`config.mk`:
```
export PLATFORM = sky130hd
export DESIGN_NAME = adc_mode_control_register
export DESIGN_NICKNAME = d
export VERILOG_FILES = /design/src/rtl/mode_ctrl_pkg.sv /design/src/rtl/reg_access_if.sv /design/src/rtl/adc_mode_control_register.sv /design/src/rtl/spi_frame_rx.sv
export SDC_FILE = /design/constraint.sdc
export NUM_CORES = 1
export LEC_CHECK = 0
export ABC_AREA = 1
export BUFFER_PORTS_ARGS = -buffer_cell sky130_fd_sc_hd__buf_2
export CAP_MARGIN = 20
export CORE_MARGIN = 2
export CORE_UTILIZATION = 25
export DETAILED_ROUTE_END_ITERATION = 6
export GPL_ROUTABILITY_DRIVEN = 1
export SLEW_MARGIN = 20
export SYNTH_ARGS = -nofsm -noshare
export SYNTH_HDL_FRONTEND = slang
export SYNTH_SLANG_ARGS = --single-unit
```
`constraint.sdc`:
```
create_clock -name clk_i -period 1.8 [get_ports clk_i]
set_clock_uncertainty 0.15 [all_clocks]
set_input_delay 0.36 -clock clk_i [delete_from_list [all_inputs] [get_ports clk_i]]
set_output_delay 0.36 -clock clk_i [all_outputs]
set_load 0.1 [all_outputs]
```
`src/rtl/mode_ctrl_pkg.sv`:
```
package mode_ctrl_pkg;
    // serial frame: direction bit, address, data, msb first
    localparam int ADDR_W = 7;
    localparam int DATA_W = 16;
    localparam int HEADER_BITS = 1 + ADDR_W;
    localparam int FRAME_BITS = HEADER_BITS + DATA_W;
    localparam int CNT_W = 5;
    localparam logic [CNT_W-1:0] CNT_ZERO = 5'h00;
    localparam logic [CNT_W-1:0] CNT_ONE = 5'h01;
    localparam logic [CNT_W-1:0] HEADER_LAST = 5'h07;
    localparam logic [CNT_W-1:0] HEADER_DONE = 5'h08;
    localparam logic [CNT_W-1:0] FRAME_LAST = 5'h17;
    localparam logic RW_READ = 1'b0;
    localparam logic RW_WRITE = 1'b1;
    // pin synchroniser lanes
    localparam int PIN_W = 4;
    localparam int PIN_SCLK = 0;
    localparam int PIN_CS_N = 1;
    localparam int PIN_MOSI = 2;
    localparam int PIN_RST_N = 3;
    localparam logic [PIN_W-1:0] PIN_SYNC_RESET = 4'ha;
    // register map
    localparam logic [ADDR_W-1:0] MODE_CTRL_ADDR = 7'h01;
    localparam logic [ADDR_W-1:0] SOFT_CLEAR_ADDR = 7'h04;
    localparam int SOFT_CLEAR_BIT = 0;
    // converter_mode_control fields
    localparam int MODE_LSB = 0;
    localparam int MODE_W = 4;
    localparam int SEL_LSB = 0;
    localparam int SEL_W = 2;
    localparam int GROUP_LSB = 2;
    localparam int GROUP_W = 2;
    localparam int SLEEP_LSB = 4;
    localparam int SLEEP_W = 2;
    localparam int GRAY_BIT = 7;
    localparam int BW_BIT = 8;
    localparam int TEST_BIT = 12;
    localparam logic [MODE_W-1:0] MODE_RESET = 4'h0;
    localparam logic [SLEEP_W-1:0] SLEEP_RESET = 2'h0;
    localparam logic GRAY_RESET = 1'b0;
    localparam logic BW_RESET = 1'b0;
    localparam logic TEST_RESET = 1'b0;
    // field encodings
    localparam logic [GROUP_W-1:0] GROUP_FOUR = 2'h0;
    localparam logic [GROUP_W-1:0] GROUP_TWO = 2'h1;
    localparam logic [GROUP_W-1:0] GROUP_ONE = 2'h2;
    localparam logic [SLEEP_W-1:0] SLEEP_ACTIVE = 2'h0;
    localparam logic [SLEEP_W-1:0] SLEEP_AB = 2'h1;
    localparam logic [SLEEP_W-1:0] SLEEP_CD = 2'h2;
    localparam logic [SLEEP_W-1:0] SLEEP_FULL = 2'h3;
    localparam logic [1:0] CORES_ONE = 2'h0;
    localparam logic [1:0] CORES_TWO = 2'h1;
    localparam logic [1:0] CORES_FOUR = 2'h2;
    localparam int CH_N = 4;
    localparam logic [CH_N-1:0] CH_NONE = 4'h0;
    localparam logic [CH_N-1:0] CH_A = 4'h1;
    localparam logic [CH_N-1:0] CH_AB = 4'h3;
    localparam logic [CH_N-1:0] CH_CD = 4'hc;
    localparam logic [CH_N-1:0] CH_ALL = 4'hf;
    typedef enum logic [3:0] {
        FR_IDLE = 4'h1, FR_HEADER = 4'h2, FR_DATA = 4'h4, FR_DONE = 4'h8
    } frame_state_e;
    typedef enum logic [CH_N-1:0] {
        MODE_FOUR = 4'h1, MODE_TWO = 4'h2, MODE_ONE = 4'h4, MODE_COMMON = 4'h8
    } group_mode_e;
endpackage

```
`src/rtl/reg_access_if.sv`:
```
`timescale 1ns/1ps
`default_nettype none
interface reg_access_if;
    logic wr_valid;
    logic [mode_ctrl_pkg::ADDR_W-1:0] addr;
    logic [mode_ctrl_pkg::DATA_W-1:0] wdata;
    logic [mode_ctrl_pkg::DATA_W-1:0] rdata;
    logic pin_reset;
    modport link (output wr_valid, output addr, output wdata, output pin_reset, input rdata);
    modport regs (input wr_valid, input addr, input wdata, input pin_reset, output rdata);
endinterface
`default_nettype wire

```
`src/rtl/adc_mode_control_register.sv`:
```
// Function
// upper mode bits 00 run four independent channels, one core each
// codes 0100-0111 select two channels of two cores: AC, BC, AD, BD
// codes 1000-1011 select one channel of four cores on A, B, C or D
// codes 1100-1111 select common input sampling from A, B, C or D
// after reset the channel mode field holds 0000, four channels
// sleep 00 active and reset value, 11 full standby, 01 idles A,B
// sleep 10 idles C,D or active C/D; single or common modes fully idle
// bit 8 picks nominal bandwidth when 0, reset value, full when 1
// bit 12 switches output to the test pattern; clear by default
// address 0x01; mode bits 3:0, sleep 5:4, coding 7, bandwidth 8, test 12
// bit 7 picks binary coding when 0, reset value, Gray when 1
// host writes zero to bits 13 and 11; unused bits have no effect
// host supplies the alignment pulse whenever test mode is on
// pin reset or soft clear write returns the register to reset values
// frames start with a direction bit, 1 write; data 16 bits msb first
`timescale 1ns/1ps
`default_nettype none
module adc_mode_control_register
    import mode_ctrl_pkg::*;
(
    // clock and reset
    input wire logic clk_i,
    input wire logic reset_i,
    // serial port pins
    input wire logic spi_sclk_i,
    input wire logic spi_cs_n_i,
    input wire logic spi_mosi_i,
    input wire logic serial_port_reset_n_i,
    output logic spi_miso_o,
    // decoded converter settings
    output logic [CH_N-1:0] group_mode_o,
    output logic [SEL_W-1:0] route_channel_o,
    output logic [1:0] cores_per_channel_o,
    output logic [CH_N-1:0] channel_active_o,
    output logic gray_code_o,
    output logic analog_bandwidth_select_o,
    output logic test_pattern_en_o
);
    // register fields
    logic [MODE_W-1:0] channel_interleave_select_q;
    logic [MODE_W-1:0] channel_interleave_select_d;
    logic [SLEEP_W-1:0] channel_sleep_select_q;
    logic [SLEEP_W-1:0] channel_sleep_select_d;
    logic gray_q, gray_d;
    logic analog_bandwidth_select_q, analog_bandwidth_select_d;
    logic test_en_q, test_en_d;
    // decoded outputs
    group_mode_e group_mode_q, group_mode_d;
    logic [SEL_W-1:0] route_q, route_d;
    logic [1:0] cores_q, cores_d;
    logic [CH_N-1:0] active_q, active_d;
    logic gray_out_q, gray_out_d;
    logic bw_out_q, bw_out_d;
    logic test_out_q, test_out_d;
    // combinational terms
    logic soft_config_clear;
    logic mode_write;
    logic [DATA_W-1:0] readback;
    logic [GROUP_W-1:0] group;
    logic [SEL_W-1:0] sel;
    logic [SLEEP_W-1:0] sleep;
    logic [CH_N-1:0] ab_pick, cd_pick, one_pick;

    reg_access_if acc ();

    spi_frame_rx u_rx (
        .clk_i (clk_i),
        .reset_i (reset_i),
        .sclk_i (spi_sclk_i),
        .cs_n_i (spi_cs_n_i),
        .mosi_i (spi_mosi_i),
        .rst_n_i (serial_port_reset_n_i),
        .miso_o (spi_miso_o),
        .bus (acc.link)
    );

    // register write path; reserved and unused bits are not stored
    always_comb begin
        soft_config_clear = acc.wr_valid && (acc.addr == SOFT_CLEAR_ADDR)
            && acc.wdata[SOFT_CLEAR_BIT];
        mode_write = acc.wr_valid && (acc.addr == MODE_CTRL_ADDR);
        channel_interleave_select_d = channel_interleave_select_q;
        channel_sleep_select_d = channel_sleep_select_q;
        gray_d = gray_q;
        analog_bandwidth_select_d = analog_bandwidth_select_q;
        test_en_d = test_en_q;
        if (acc.pin_reset || soft_config_clear) begin
            channel_interleave_select_d = MODE_RESET;
            channel_sleep_select_d = SLEEP_RESET;
            gray_d = GRAY_RESET;
            analog_bandwidth_select_d = BW_RESET;
            test_en_d = TEST_RESET;
        end else if (mode_write) begin
            channel_interleave_select_d = acc.wdata[MODE_LSB +: MODE_W];
            channel_sleep_select_d = acc.wdata[SLEEP_LSB +: SLEEP_W];
            gray_d = acc.wdata[GRAY_BIT];
            analog_bandwidth_select_d = acc.wdata[BW_BIT];
            test_en_d = acc.wdata[TEST_BIT];
        end
    end

    always_ff @(posedge clk_i) begin
        if (reset_i) begin
            channel_interleave_select_q <= MODE_RESET;
            channel_sleep_select_q <= SLEEP_RESET;
            gray_q <= GRAY_RESET;
            analog_bandwidth_select_q <= BW_RESET;
            test_en_q <= TEST_RESET;
        end else begin
            channel_interleave_select_q <= channel_interleave_select_d;
            channel_sleep_select_q <= channel_sleep_select_d;
            gray_q <= gray_d;
            analog_bandwidth_select_q <= analog_bandwidth_select_d;
            test_en_q <= test_en_d;
        end
    end

    // read path; the soft clear register always reads zero
    always_comb begin
        readback = '0;
        if (acc.addr == MODE_CTRL_ADDR) begin
            readback[MODE_LSB +: MODE_W] = channel_interleave_select_q;
            readback[SLEEP_LSB +: SLEEP_W] = channel_sleep_select_q;
            readback[GRAY_BIT] = gray_q;
            readback[BW_BIT] = analog_bandwidth_select_q;
            readback[TEST_BIT] = test_en_q;
        end
    end

    assign acc.rdata = readback;

    // mode and standby decode, channel bit 0 is A through bit 3 is D
    always_comb begin
        group = channel_interleave_select_q[GROUP_LSB +: GROUP_W];
        sel = channel_interleave_select_q[SEL_LSB +: SEL_W];
        sleep = channel_sleep_select_q;
        ab_pick = {2'h0, sel[1'h0], ~sel[1'h0]};
        cd_pick = {sel[1'h1], ~sel[1'h1], 2'h0};
        one_pick = CH_A << sel;
        group_mode_d = MODE_FOUR;
        route_d = sel;
        cores_d = CORES_ONE;
        active_d = CH_NONE;
        case (group)
            GROUP_FOUR: begin
                group_mode_d = MODE_FOUR;
                route_d = '0;
                cores_d = CORES_ONE;
                case (sleep)
                    SLEEP_ACTIVE: active_d = CH_ALL;
                    SLEEP_AB: active_d = CH_CD;
                    SLEEP_CD: active_d = CH_AB;
                    default: active_d = CH_NONE;
                endcase
            end
            GROUP_TWO: begin
                group_mode_d = MODE_TWO;
                cores_d = CORES_TWO;
                case (sleep)
                    SLEEP_ACTIVE: active_d = ab_pick | cd_pick;
                    SLEEP_AB: active_d = cd_pick;
                    SLEEP_CD: active_d = ab_pick;
                    default: active_d = CH_NONE;
                endcase
            end
            GROUP_ONE: begin
                group_mode_d = MODE_ONE;
                cores_d = CORES_FOUR;
                // any standby code idles the single channel
                active_d = (sleep == SLEEP_ACTIVE) ? one_pick : CH_NONE;
            end
            default: begin
                // common input: every channel samples the chosen input
                group_mode_d = MODE_COMMON;
                cores_d = CORES_ONE;
                active_d = (sleep == SLEEP_ACTIVE) ? CH_ALL : CH_NONE;
            end
        endcase
        gray_out_d = gray_q;
        bw_out_d = analog_bandwidth_select_q;
        // alignment pulse is the host's duty while this is set
        test_out_d = test_en_q;
    end

    always_ff @(posedge clk_i) begin
        if (reset_i) begin
            group_mode_q <= MODE_FOUR;
            route_q <= '0;
            cores_q <= CORES_ONE;
            active_q <= CH_ALL;
            gray_out_q <= GRAY_RESET;
            bw_out_q <= BW_RESET;
            test_out_q <= TEST_RESET;
        end else begin
            group_mode_q <= group_mode_d;
            route_q <= route_d;
            cores_q <= cores_d;
            active_q <= active_d;
            gray_out_q <= gray_out_d;
            bw_out_q <= bw_out_d;
            test_out_q <= test_out_d;
        end
    end

    assign group_mode_o = group_mode_q;
    assign route_channel_o = route_q;
    assign cores_per_channel_o = cores_q;
    assign channel_active_o = active_q;
    assign gray_code_o = gray_out_q;
    assign analog_bandwidth_select_o = bw_out_q;
    assign test_pattern_en_o = test_out_q;

    AST_FOUR_CHANNEL:
    assert property (@(posedge clk_i) disable iff (reset_i)
        (channel_interleave_select_q[GROUP_LSB +: GROUP_W] == GROUP_FOUR)
        |=> (group_mode_o == MODE_FOUR) && (cores_per_channel_o == CORES_ONE))
        else $error("four channel code did not give four single-core channels");

    AST_TWO_CHANNEL_PAIR:
    assert property (@(posedge clk_i) disable iff (reset_i)
        (channel_interleave_select_q[GROUP_LSB +: GROUP_W] == GROUP_TWO
            && channel_sleep_select_q == SLEEP_ACTIVE)
        |=> (group_mode_o == MODE_TWO) && (cores_per_channel_o == CORES_TWO)
            && (channel_active_o == {$past(channel_interleave_select_q[1]),
                ~$past(channel_interleave_select_q[1]),
                $past(channel_interleave_select_q[0]),
                ~$past(channel_interleave_select_q[0])}))
        else $error("two channel pairing wrong");

    AST_ONE_CHANNEL:
    assert property (@(posedge clk_i) disable iff (reset_i)
        (channel_interleave_select_q[GROUP_LSB +: GROUP_W] == GROUP_ONE
            && channel_sleep_select_q == SLEEP_ACTIVE)
        |=> (cores_per_channel_o == CORES_FOUR)
            && (channel_active_o == (CH_A << $past(channel_interleave_select_q[1:0]))))
        else $error("single channel output routed wrong");

    AST_COMMON_INPUT:
    assert property (@(posedge clk_i) disable iff (reset_i)
        (channel_interleave_select_q[GROUP_LSB +: GROUP_W] == ~GROUP_FOUR)
        |=> (group_mode_o == MODE_COMMON)
            && (route_channel_o == $past(channel_interleave_select_q[1:0])))
        else $error("common input source wrong");

    AST_PIN_RESET_CLEARS:
    assert property (@(posedge clk_i) disable iff (reset_i)
        acc.pin_reset |=> (channel_interleave_select_q == MODE_RESET)
            ##1 (group_mode_o == MODE_FOUR) && (channel_active_o == CH_ALL)
            && !gray_code_o && !analog_bandwidth_select_o && !test_pattern_en_o)
        else $error("pin reset did not restore defaults");

    AST_SOFT_CLEAR:
    assert property (@(posedge clk_i) disable iff (reset_i)
        soft_config_clear |-> ##2 (group_mode_o == MODE_FOUR)
            && (channel_active_o == CH_ALL) && !test_pattern_en_o
            && !gray_code_o && !analog_bandwidth_select_o)
        else $error("soft clear did not restore defaults");

    AST_SLEEP_FULL:
    assert property (@(posedge clk_i) disable iff (reset_i)
        (channel_sleep_select_q == SLEEP_FULL) |=> (channel_active_o == CH_NONE))
        else $error("full standby left a channel active");

    AST_FOUR_SLEEP_AB:
    assert property (@(posedge clk_i) disable iff (reset_i)
        (channel_interleave_select_q[GROUP_LSB +: GROUP_W] == GROUP_FOUR
            && channel_sleep_select_q == SLEEP_AB) |=> (channel_active_o == CH_CD))
        else $error("four channel standby of A and B wrong");

    AST_SINGLE_PARTIAL_SLEEP:
    assert property (@(posedge clk_i) disable iff (reset_i)
        (channel_interleave_select_q[GROUP_LSB + 1] == 1'b1
            && (channel_sleep_select_q == SLEEP_AB || channel_sleep_select_q == SLEEP_CD))
        |=> (channel_active_o == CH_NONE))
        else $error("partial standby in single or common mode not full");

    AST_TWO_SLEEP_CD:
    assert property (@(posedge clk_i) disable iff (reset_i)
        (channel_interleave_select_q[GROUP_LSB +: GROUP_W] == GROUP_TWO
            && channel_sleep_select_q == SLEEP_CD)
        |=> (channel_active_o[CH_N-1 -: 2] == 2'h0) && (channel_active_o != CH_NONE))
        else $error("two channel standby of C or D wrong");

    AST_BANDWIDTH_WRITE:
    assert property (@(posedge clk_i) disable iff (reset_i)
        (mode_write && !acc.pin_reset)
        |-> ##2 (analog_bandwidth_select_o == $past(acc.wdata[BW_BIT], 2)))
        else $error("bandwidth bit not taken from bit 8");

    AST_GRAY_WRITE:
    assert property (@(posedge clk_i) disable iff (reset_i)
        (mode_write && !acc.pin_reset)
        |-> ##2 (gray_code_o == $past(acc.wdata[GRAY_BIT], 2)))
        else $error("code format not taken from bit 7");

    AST_TEST_WRITE:
    assert property (@(posedge clk_i) disable iff (reset_i)
        (mode_write && !acc.pin_reset)
        |-> ##2 (test_pattern_en_o == $past(acc.wdata[TEST_BIT], 2)))
        else $error("test enable not taken from bit 12");
endmodule // adc_mode_control_register
`default_nettype wire

```
`src/rtl/spi_frame_rx.sv`:
```
`timescale 1ns/1ps
`default_nettype none
module spi_frame_rx
    import mode_ctrl_pkg::*;
(
    // clock and reset
    input wire logic clk_i,
    input wire logic reset_i,
    // serial pins, asynchronous to clk_i
    input wire logic sclk_i,
    input wire logic cs_n_i,
    input wire logic mosi_i,
    input wire logic rst_n_i,
    output logic miso_o,
    // register side
    reg_access_if.link bus
);
    logic [PIN_W-1:0] meta_q, meta_d, sync_q, sync_d;
    logic sclk_prev_q, sclk_prev_d;
    frame_state_e state_q, state_d;
    logic [CNT_W-1:0] cnt_q, cnt_d;
    logic [FRAME_BITS-1:0] shift_q, shift_d;
    logic [DATA_W-1:0] tx_q, tx_d;
    logic [ADDR_W-1:0] addr_q, addr_d;
    logic miso_q, miso_d, rw_q, rw_d, wr_q, wr_d;
    logic sclk_rise, sclk_fall, selected, mosi_bit;

    // sclk is oversampled: edges show two clk_i cycles late
    always_comb begin
        meta_d = {rst_n_i, mosi_i, cs_n_i, sclk_i};
        sync_d = meta_q;
        sclk_prev_d = sync_q[PIN_SCLK];
        sclk_rise = sync_q[PIN_SCLK] & ~sclk_prev_q;
        sclk_fall = ~sync_q[PIN_SCLK] & sclk_prev_q;
        selected = ~sync_q[PIN_CS_N];
        mosi_bit = sync_q[PIN_MOSI];
        state_d = state_q;
        cnt_d = cnt_q;
        shift_d = shift_q;
        tx_d = tx_q;
        addr_d = addr_q;
        miso_d = miso_q;
        rw_d = rw_q;
        wr_d = 1'b0;
        case (state_q)
            FR_IDLE: begin
                miso_d = 1'b0;
                cnt_d = CNT_ZERO;
                if (selected) begin
                    state_d = FR_HEADER;
                end
            end
            FR_HEADER, FR_DATA: begin
                if (!selected) begin
                    // short frame is dropped without a write
                    state_d = FR_IDLE;
                end else if (sclk_rise) begin
                    shift_d = {shift_q[FRAME_BITS-2:0], mosi_bit};
                    cnt_d = cnt_q + CNT_ONE;
                    if (cnt_q == CNT_ZERO) begin
                        rw_d = mosi_bit;
                    end
                    if (cnt_q == HEADER_LAST) begin
                        state_d = FR_DATA;
                        addr_d = {shift_q[ADDR_W-2:0], mosi_bit};
                    end
                    if (cnt_q == FRAME_LAST) begin
                        state_d = FR_DONE;
                    end
                end else if (sclk_fall && state_q == FR_DATA && rw_q == RW_READ) begin
                    if (cnt_q == HEADER_DONE) begin
                        miso_d = bus.rdata[DATA_W-1];
                        tx_d = {bus.rdata[DATA_W-2:0], 1'b0};
                    end else begin
                        miso_d = tx_q[DATA_W-1];
                        tx_d = {tx_q[DATA_W-2:0], 1'b0};
                    end
                end
            end
            FR_DONE: begin
                // commit only on deselect, extra clocks are ignored
                if (!selected) begin
                    wr_d = (rw_q == RW_WRITE);
                    state_d = FR_IDLE;
                end
            end
            default: begin
                state_d = FR_IDLE;
            end
        endcase
        if (!sync_q[PIN_RST_N]) begin
            state_d = FR_IDLE;
            miso_d = 1'b0;
            wr_d = 1'b0;
        end
    end

    always_ff @(posedge clk_i) begin
        if (reset_i) begin
            meta_q <= PIN_SYNC_RESET;
            sync_q <= PIN_SYNC_RESET;
            sclk_prev_q <= 1'b0;
            state_q <= FR_IDLE;
            cnt_q <= CNT_ZERO;
            shift_q <= '0;
            tx_q <= '0;
            addr_q <= '0;
            miso_q <= 1'b0;
            rw_q <= RW_READ;
            wr_q <= 1'b0;
        end else begin
            meta_q <= meta_d;
            sync_q <= sync_d;
            sclk_prev_q <= sclk_prev_d;
            state_q <= state_d;
            cnt_q <= cnt_d;
            shift_q <= shift_d;
            tx_q <= tx_d;
            addr_q <= addr_d;
            miso_q <= miso_d;
            rw_q <= rw_d;
            wr_q <= wr_d;
        end
    end

    assign bus.wr_valid = wr_q;
    assign bus.addr = addr_q;
    assign bus.wdata = shift_q[DATA_W-1:0];
    assign bus.pin_reset = ~sync_q[PIN_RST_N];
    assign miso_o = miso_q;

    AST_WRITE_NEEDS_FULL_FRAME:
    assert property (@(posedge clk_i) disable iff (reset_i)
        wr_q |-> $past(state_q == FR_DONE) && $past(rw_q) == RW_WRITE)
        else $error("write issued without a complete write frame");

    AST_READ_FRAME_NO_WRITE:
    assert property (@(posedge clk_i) disable iff (reset_i)
        (state_q == FR_DONE && rw_q == RW_READ) |=> !wr_q)
        else $error("read frame produced a register write");
endmodule // spi_frame_rx
`default_nettype wire

```
== Yosys cells after proc, flatten, opt, wreduce, memory -nomap -nowiden ==
Index checks and enable logic that the tools add are counted.
Widths: inputs -> output; s select.
Operators by class
  equality and inequality tests: 21
  bitwise logic cells: 12
  shift operators: 1
  add/subtract/negate cells: 1
  multiplexer cells: 26
  reduce and logical (&&, ||, !) cells: 22
Operators with widths (count)
  $pmux 4 s3: 5
  $mux 4: 8
  $reduce_and 4->1: 5
  $mux 16: 1
  $mux 5: 2
  $pmux 5 s2: 1
  $not 1->1: 9
  $reduce_or 2->1: 4
  $eq 7x1->1 const B: 1
  $eq 7x3->1 const B: 1
  $mux 6: 1
  $ne 2x1->1 const B: 3
  $ne 2x2->1 const B: 3
  $reduce_and 3->1: 2
  $add 5x1->5 const B: 1
  $eq 5x3->1 const B: 1
  $eq 5x4->1 const B: 1
  $eq 5x5->1 const B: 1
  $logic_and 1x1->1: 5
  $logic_not 5->1: 1
  $mux 1: 5
  $eq 2x1->1 const B: 2
  $eq 2x2->1 const B: 2
  $eq 4x1->1 const B: 1
  other kinds (15): 17
Storage, ports and cells
  output and inout port bits: 16
  bits in registers: 81

== Depth between registers and ports, before layout ==
Gate-level depths: netlist of the first run.
  depth in word-level cells: 8
  gate-level depth with buffers: 10

== Modules after synthesis ==
Synthesis of the first run repeated with hierarchy kept, for this count alone.
Second synthesis, totals
  cell total of the unflattened synthesis: 489
  area, all modules: 3574.7 µm²
Modules (own cells, without submodules)
  spi_frame_rx: cells each 352, instances 1, area each 2621.3 µm²
  adc_mode_control_register: cells each 137, instances 1, area each 953.4 µm²

== Least setup slack after synthesis of the first run ==
OpenSTA, ideal clock, no wires.
  path type: reg-to-output
  start: reg group_mode_q[1], in the netlist group_mode_o[1]
  end: out group_mode_o[1]
  data arrival time: 1.356 ns
  slack: -0.066 ns
  required time: 1.290 ns
  path buffers: 1
  cell stages (with the launch flop): 2
  cell sequence: dfxtp_1 -> buf_4
RTL lines
  from (decl): line adc_mode_control_register.sv:49  | group_mode_e group_mode_q, group_mode_d;
  from (signal assigned): line adc_mode_control_register.sv:196  | group_mode_q <= group_mode_d;
  to (decl): line adc_mode_control_register.sv:32  | output logic [CH_N-1:0] group_mode_o,
No word-level cell between the ends.

== Final worst setup path of the first run ==
  start: reg u_rx.cnt_q[1]
  end: reg u_rx.addr_q[1], in the netlist u_rx.bus.addr[1]
Between the ends
  cells in the longest elaborated chain, start to end: 2
RTL lines
  from (decl): line spi_frame_rx.sv:21  | logic [CNT_W-1:0] cnt_q, cnt_d;
  from (signal assigned): line spi_frame_rx.sv:116  | cnt_q <= cnt_d;
  $eq 5x3->1: line spi_frame_rx.sv:63  | if (cnt_q == HEADER_LAST) begin
  $reduce_and 4->1 (no line)
  to (signal assigned): line spi_frame_rx.sv:119  | addr_q <= addr_d;
  to (decl): line spi_frame_rx.sv:24  | logic [ADDR_W-1:0] addr_q, addr_d;
Every way passes these cells.
A chain may end at the register's enable or synchronous reset.

==> results of run 1 <==
## cell usage after synthesis, types with 3 or more instances
cell type  number  area share
nand2_1        57       0.066
a21oi_1        44       0.068
nand2_4         4       0.014
inv_1          48       0.056
nand4_1         3      0.0058
nor2_2          5      0.0096
buf_4           4      0.0093
o21ai_1         8       0.012
dfxtp_1        78        0.48
buf_6           4       0.014
clkbuf_1        6      0.0069
inv_2           3      0.0035
o21ai_0        27       0.042
or2_2           5      0.0096
nor2_1         69       0.080
nand3_1        35       0.054
## stage by stage
stage | TNS, ns | worst slack, ns | utilization
finish | 0 | 0.1356 | 0.3001
global route | -0.01140 | -0.01140 | 0.3001
CTS | 0 | 0.05424 | 0.2989
detailed placement | 0 | 0.07332 | 0.2766
global placement | 0 | 0.1545 | 0.2766
floorplan | 0 | 0.2682 | -
## metal layers
layer  part of all wire  vias to the layer above  global-route usage  routed length, µm
li1                   -                     1415                   -                  -
met1               0.49                     1254              0.1289               3349
met2               0.45                       49              0.1577               3070
met3              0.046                       11             0.02519                315
met4              0.016                        0             0.04292                110
met5                  0                        -                   0                  0
## power by group through the flow
stage / clock network (mW) / registers [mW] / logic (mW)
after floorplan: 0 / 1.87 / 0.515
after global placement: 0 / 1.88 / 0.599
after detailed placement: 0 / 1.89 / 0.615
after CTS: 1.74 / 1.85 / 0.619
after global routing: 1.81 / 1.86 / 0.718
final: 1.71 / 1.86 / 0.626
## state kept, by name, summed over array words and instances (netlist names)
register,count
u_rx.meta_q,4
gray_out_d,1
analog_bandwidth_select_o,1
u_rx.bus.addr,7
u_rx.cnt_q,5
channel_active_o,4
channel_sleep_select_q,2
u_rx.tx_q,15
channel_interleave_select_q,4
test_pattern_en_o,1
gray_code_o,1
group_mode_o,4
route_channel_o,2
test_en_q,1
analog_bandwidth_select_q,1
u_rx.miso_o,1
u_rx.bus.wr_valid,1
u_rx.shift_q,13
u_rx.state_q,4
u_rx.rw_q,1
u_rx.sclk_prev_q,1
u_rx.sync_q,4
## path summary, 6_finish.rpt
path,endpoint,slack [ns],depth (start not counted)
setup / recovery,u_rx.bus.addr[1],0.14,8
hold / removal,u_rx.meta_q[3],0.05,2
setup reg to reg,u_rx.bus.addr[1],0.14,8
hold reg to reg,u_rx.sync_q[1],0.26,1
## kinds of logic (layout without fill, tap and decap cells)
family,Yosys count,in the layout,share of synthesized area
compound gates,83,83,0.1334
xor+xnor,1,1,0.002700
fa+ha+maj,2,2,0.007712
buf+inv,69,96,0.09487
flops,78,78,0.4813
simple gates,192,193,0.2800
## placed cells by master (no fill, tap or decap), types with 2 or more instances in the layout
master	count
nor4_1	2
nand3_1	35
nor2_4	2
o21ai_0	26
o21ai_1	9
nand2_2	2
o211ai_1	2
dfxtp_1	74
or2_2	5
nand2_1	57
nand3_4	2
clkbuf_16	9
clkinvlp_4	2
nor3_1	2
nor2_2	5
buf_4	6
inv_2	3
nand4_1	3
clkinv_2	2
nand2_4	4
nand3_2	2
nor2_1	69
buf_2	21
dfxtp_2	4
nand3b_1	2
inv_1	48
a21oi_1	44
clkinv_4	2
## worst register-to-register path, delay by kind of cell (launching register included)
family	cells	cell delay, ns
compound gates	1	0.19
fa+ha+maj	1	0.22
flops	1	0.37
simple gates	6	0.62
## what timing repair did
| action | CTS | global route |
|---|---|---|
| endpoints found under the hold margin | 0 | 0 |
| buffers inserted | 0 | 0 |
| resized for setup | 0 | 4 |
| endpoints found under the setup margin | 0 | 10 |
## cell type report
cell class	count	share of cell area
clock buffers	9	0.05923
clock inverters	7	0.01514
inverters	53	0.05265
multi-input cells	279	0.3649
flip-flops and latches	78	0.4120
well taps	172	0.05660
repair buffers	27	0.03949
==> flow_metrics.py, run 1 <==
metrics = {
    "yosys": {
        "synth_warnings": 0,
        "ys_ff_latch": 78,
        "syn-cell-area_um2": 3244,
        "yosysUniqueCellTypes": 32,
        "ys.flop_type": "dfxtp_1",
        "syn_area_per_cell_um2": 7.634,
        "async_flop_share": 0,
        "netlist_instances": 425,
        "synth_nets": 433,
        "synth_edf_count": 0,
        "yosysSeqAreaShare": 0.4813,
    },
    "cts": {
        "cts_buffer_depth": 2,
        "clkLatencyLatePin_ns": 0.34,
        "htree_levels": 3,
        "numCtsBuffers": 9,
        "clk_pin_slew_ns": 0.06,
        "cts_sinks": 78,
        "root_buffer": "clkbuf_16",
        "hold_buffers": 0,
        "cts_tree": "done",
    },
    "critical_path": {
        "critPathSlowestCell": "dfxtp_2",
        "critPathKind": "reg2reg",
        "critPathRequiredTime_ns": 1.88,
        "crit_path_max_incr_delay_ns": 0.37,
        "crit_buf_inv": 0,
        "critPathLaunchType": "register",
        "regToRegStartpoint": "u_rx.cnt_q[1]",
        "crit_path_start": "u_rx.cnt_q[1]",
        "cp_top_family": "simple AND/OR/NAND/NOR gates",
        "crit_path_cell_trace": "ha_2 > nand2_1 > nor2_1 > nand2_1 > nor2_2 > nand3_4 > o21ai_0 > nor2_1",
        "cp-end-kind": "register",
        "critPathArrivalTime_ns": 1.74,
        "worstPathMaxFanout": 8,
    },
    "grt": {
        "overflow": 0,
        "grtUsageTotal": 0.09986,
        "grt_pass1_vias": 2539,
        "grt_max_degree": 34,
        "grt_pass1_wl_um": 11430,
        "grt_antenna_before_repair": 0,
    },
    "routing": {
        "vias_per_cell": 4.366,
        "route.detailed.drc": 0,
        "routedWlPerCell_um": 10.95,
        "vias": 2729,
        "firstDrtPassIters": 4,
        "first_iter_violations": 96,
        "ant_nets": 0,
        "routed_wl_um": 6846,
    },
    "floorplanning": {
        "ioPinCount": 22,
        "num_rows": 41,
        "start_util": 0.2560,
        "die_h_um": 117.9,
        "dieArea_um2": 13910,
        "core_area_um2": 12670,
        "die_w_um": 117.9,
    },
    "placement": {
        "numPortBuffers": 21,
        "placed_area_um2": 3505,
        "globalplace.congestion": 0.7892,
        "numPlacedInstances": 608,
        "hpwl_um": 4578,
    },
    "hold_path": {
        "hp-start": "serial_port_reset_n_i",
        "hp-class": "in2reg",
    },
    "finish": {
        "n_antenna_cell": 0,
        "fin_area_um2": 3802,
        "seq_area_um2": 1567,
        "finalNetCount": 456,
        "instances_no_fill": 625,
        "filler_cell_count": 1364,
        "layout-drive-gt1-share": 0.1678,
        "syn_to_final_growth_pct": 17.20,
        "multi_input_area_um2": 1388,
    },
    "timing": {
        "slew_headroom": 0.6692,
        "period_share": 0.9247,
        "max_freq_mhz": 600.8,
        "rsz0062_at_grt": "true",
        "finalHoldWorstSlack_ns": 0.05232,
        "hold_violations": 0,
        "finalMaxSlewViolations": 0,
        "setup_viol": 0,
        "tightest_slew_ns": 0.4996,
        "min_period_ns": 1.664,
    },
    "run": {
        "drv_cap": 0,
    },
    "power": {
        "p_comb_frac": 0.149,
        "power.leakage_nw": 1.563,
        "p_int_mw": 2.954,
        "p_seq_frac": 0.443,
        "powerDensity_nw_per_um2": 1102,
        "p_sw_mw": 1.236,
        "p_sw_frac": 0.2950,
        "power.total_mw": 4.189,
        "p_clk_frac": 0.408,
        "ir_drop_mv": 0.4640,
    },
    "outcome": {
        "run_status": "finished clean",
    },
}
(Power assumes the default switching activity.)
==> run 2: changes to the inputs <==
ABC_AREA = unset   (was 1)
==> flow_metrics.py, run 2 <==
metrics = {
    "outcome": {
        "run_status": "finished, violations left",
        "violations": "negative setup slack",
    },
    "cts": {
        "root_buffer": "clkbuf_16",
        "cts_tree": "done",
        "clk_pin_slew_ns": 0.06,
        "cts_buffer_depth": 2,
        "clkLatencyLatePin_ns": 0.34,
        "cts_sinks": 78,
        "numCtsBuffers": 9,
        "hold_buffers": 0,
        "htree_levels": 3,
    },
    "critical_path": {
        "timing.rr.end": "u_rx.bus.addr[1]",
        "regToRegStartpoint": "u_rx.cnt_q[1]",
        "ff2ff_path_depth": 6,
        "rrSetupSlack_ns": -0.13,
        "worstPathMaxFanout": 8,
        "critPathArrivalTime_ns": 2.03,
        "critPathRequiredTime_ns": 1.90,
        "critPathLaunchType": "register",
        "critPathKind": "reg2reg",
        "cp-end-kind": "register",
    },
    "grt": {
        "grtUsageTotal": 0.1066,
        "grt_max_degree": 60,
        "grt_pass1_vias": 2381,
        "grt_pass1_wl_um": 11180,
        "overflow": 0,
        "grt_antenna_before_repair": 0,
    },
    "floorplanning": {
        "start_util": 0.2560,
        "die_h_um": 114.7,
        "die_w_um": 114.7,
        "dieArea_um2": 13150,
        "core_area_um2": 11960,
        "num_rows": 40,
        "ioPinCount": 22,
    },
    "routing": {
        "firstDrtPassIters": 4,
        "first_iter_violations": 130,
        "ant_nets": 0,
        "routed_wl_um": 6477,
        "vias_per_cell": 4.583,
        "route.detailed.drc": 0,
        "routedWlPerCell_um": 12.55,
        "vias": 2365,
    },
    "power": {
        "powerDensity_nw_per_um2": 874.2,
        "ir_drop_mv": 0.4545,
        "power.leakage_nw": 1.659,
    },
    "finish": {
        "layout_commonest_cell": "dfxtp_1",
        "top_register": "u_rx.tx_q",
        "syn_to_final_growth_pct": 36.37,
        "final_cell_mix": "dfxtp_1, nor2_1, mux2i_1, buf_4, buf_2",
        "filler_cell_count": 1155,
        "seq_area_um2": 1573,
        "finalNetCount": 372,
        "multi_input_area_um2": 1655,
        "largest_reg_flops": 15,
        "instances_no_fill": 516,
        "n_antenna_cell": 0,
        "layout-drive-gt1-share": 0.3740,
    },
    "yosys": {
        "synth.area.top_cells": "dfxtp_1, mux2i_1, nor2_1",
        "yosysTopAreaCellShare": 0.5100,
        "async_flop_share": 0,
        "netlist_instances": 318,
        "syn_area_per_cell_um2": 9.628,
        "synth_area_leader_cell": "dfxtp_1",
        "synth_edf_count": 0,
        "synthSimpleGateAreaFrac": 0.2444,
        "syn-cell-area_um2": 3062,
        "yosysMostFrequentCell": "dfxtp_1",
        "yosys-top-cells-count": "dfxtp_1, mux2i_1, nor2_1",
        "synthAdderAreaFrac": 0.008173,
        "ys.flop_type": "dfxtp_1",
        "synthMuxAreaShare": 0.09808,
        "synth-xor-area-share": 0.008582,
        "synth_compound_area_frac": 0.08418,
        "synth_warnings": 0,
        "yosysSeqAreaShare": 0.5100,
        "synth_top_family_by_area": "simple AND/OR/NAND/NOR gates",
        "ys_ff_latch": 78,
        "synth_nets": 326,
        "yosysUniqueCellTypes": 44,
    },
    "timing": {
        "setup_ws_ns": -0.1316,
        "setup_viol": 16,
        "hold_violations": 0,
        "rsz0062_at_grt": "true",
        "tightest_slew_ns": 0.4968,
        "slew_headroom": 0.6711,
        "finalMaxSlewViolations": 0,
        "min_period_ns": 1.932,
        "max_freq_mhz": 517.7,
        "period_share": 1.073,
    },
    "hold_path": {
        "hp-start": "serial_port_reset_n_i",
        "min_path_cells": 2,
        "hp-class": "in2reg",
        "hold_end": "u_rx.meta_q[3]",
    },
    "placement": {
        "numPlacedInstances": 495,
        "numPortBuffers": 21,
        "hpwl_um": 4096,
        "globalplace.congestion": 0.8085,
        "pre_cts_ws_ns": -0.1653,
    },
    "run": {
        "drv_cap": 0,
    },
}
run 2: cell types whose count changed after synthesis, sizes merged, moves of 27 or more:
cell	change
nor2	-46
inv	-45
nand2	-42
mux2i	+30
o21ai	-30
nand3	-29
a21oi	-27
run 2: area by class of cell:
class,count,share of cell area
clock buffer,9,0.05394
clock inverter,7,0.01918
inverter,6,0.005394
multi-input combinational,212,0.3965
sequential,78,0.3767
tap,147,0.04405
timing repair buffer,57,0.1043
run 2: stage by stage:
step / TNS (ns) / hold WS [ns] / util / total power, mW / area (µm²)
floorplan: -1.411 / 0.2394 / - / 1.821 / 3113
global placement: -2.763 / 0.2431 / 0.2958 / 1.854 / 3538
detailed placement: -3.719 / 0.2440 / 0.2958 / 1.855 / 3538
CTS: -1.019 / 0.04561 / 0.3323 / 3.686 / 3975
global route: -1.899 / 0.05113 / 0.3491 / 3.789 / 4175
finish: -0.7007 / 0.05183 / 0.3491 / 3.650 / 4175
run 2: worst max path at each step:
stage	slack [ns]	startpoint	endpoint	cells after the start
after detailed placement	-0.17	u_rx.cnt_q[0]	u_rx.bus.addr[3]	6
after global routing	-0.19	u_rx.cnt_q[1]	u_rx.bus.addr[1]	6
after CTS	-0.13	u_rx.cnt_q[0]	u_rx.bus.addr[1]	6
final	-0.13	u_rx.cnt_q[1]	u_rx.bus.addr[1]	6
after floorplan	-0.11	u_rx.cnt_q[1]	u_rx.bus.addr[1]	6
after global placement	-0.14	u_rx.cnt_q[1]	u_rx.rw_q	7
run 2: where the power goes:
part / total [mW] / internal (mW) / switching, mW
clock: 1.83 / 1.09 / 0.740
combinational: 0.0832 / 0.0361 / 0.0471
sequential: 1.74 / 1.73 / 0.00332
run 2: metal layers:
layer	global-route usage	share of wire	up-vias
met3	0.03388	0.037	6
li1	-	-	1199
met1	0.1311	0.48	1127
met5	0	0	-
met4	0.04715	0.012	0
met2	0.1708	0.47	33
run 2: kinds of logic (layout without fill, tap and decap cells):
kind of cell	count (synthesis)	after routing
simple gates	137	138
flops	78	78
compound gates	39	39
mux	30	30
buf+inv	29	79
xor+xnor	3	3
fa+ha+maj	2	2
run 2: what timing repair did:
item	CTS	global route
pin swaps	10	18
resized for setup	20	45
gates cloned	2	0
setup buffers	3	0
setup endpoints to repair	36	52
run 2: critical path, cell delays in order, from the launching register on:
cell and delay, ns:
dfxtp_2 0.35, ha_4 0.15, nand2_4 0.04, or4b_4 0.48
or3_1 0.33, buf_6 0.16, mux2i_1 0.19
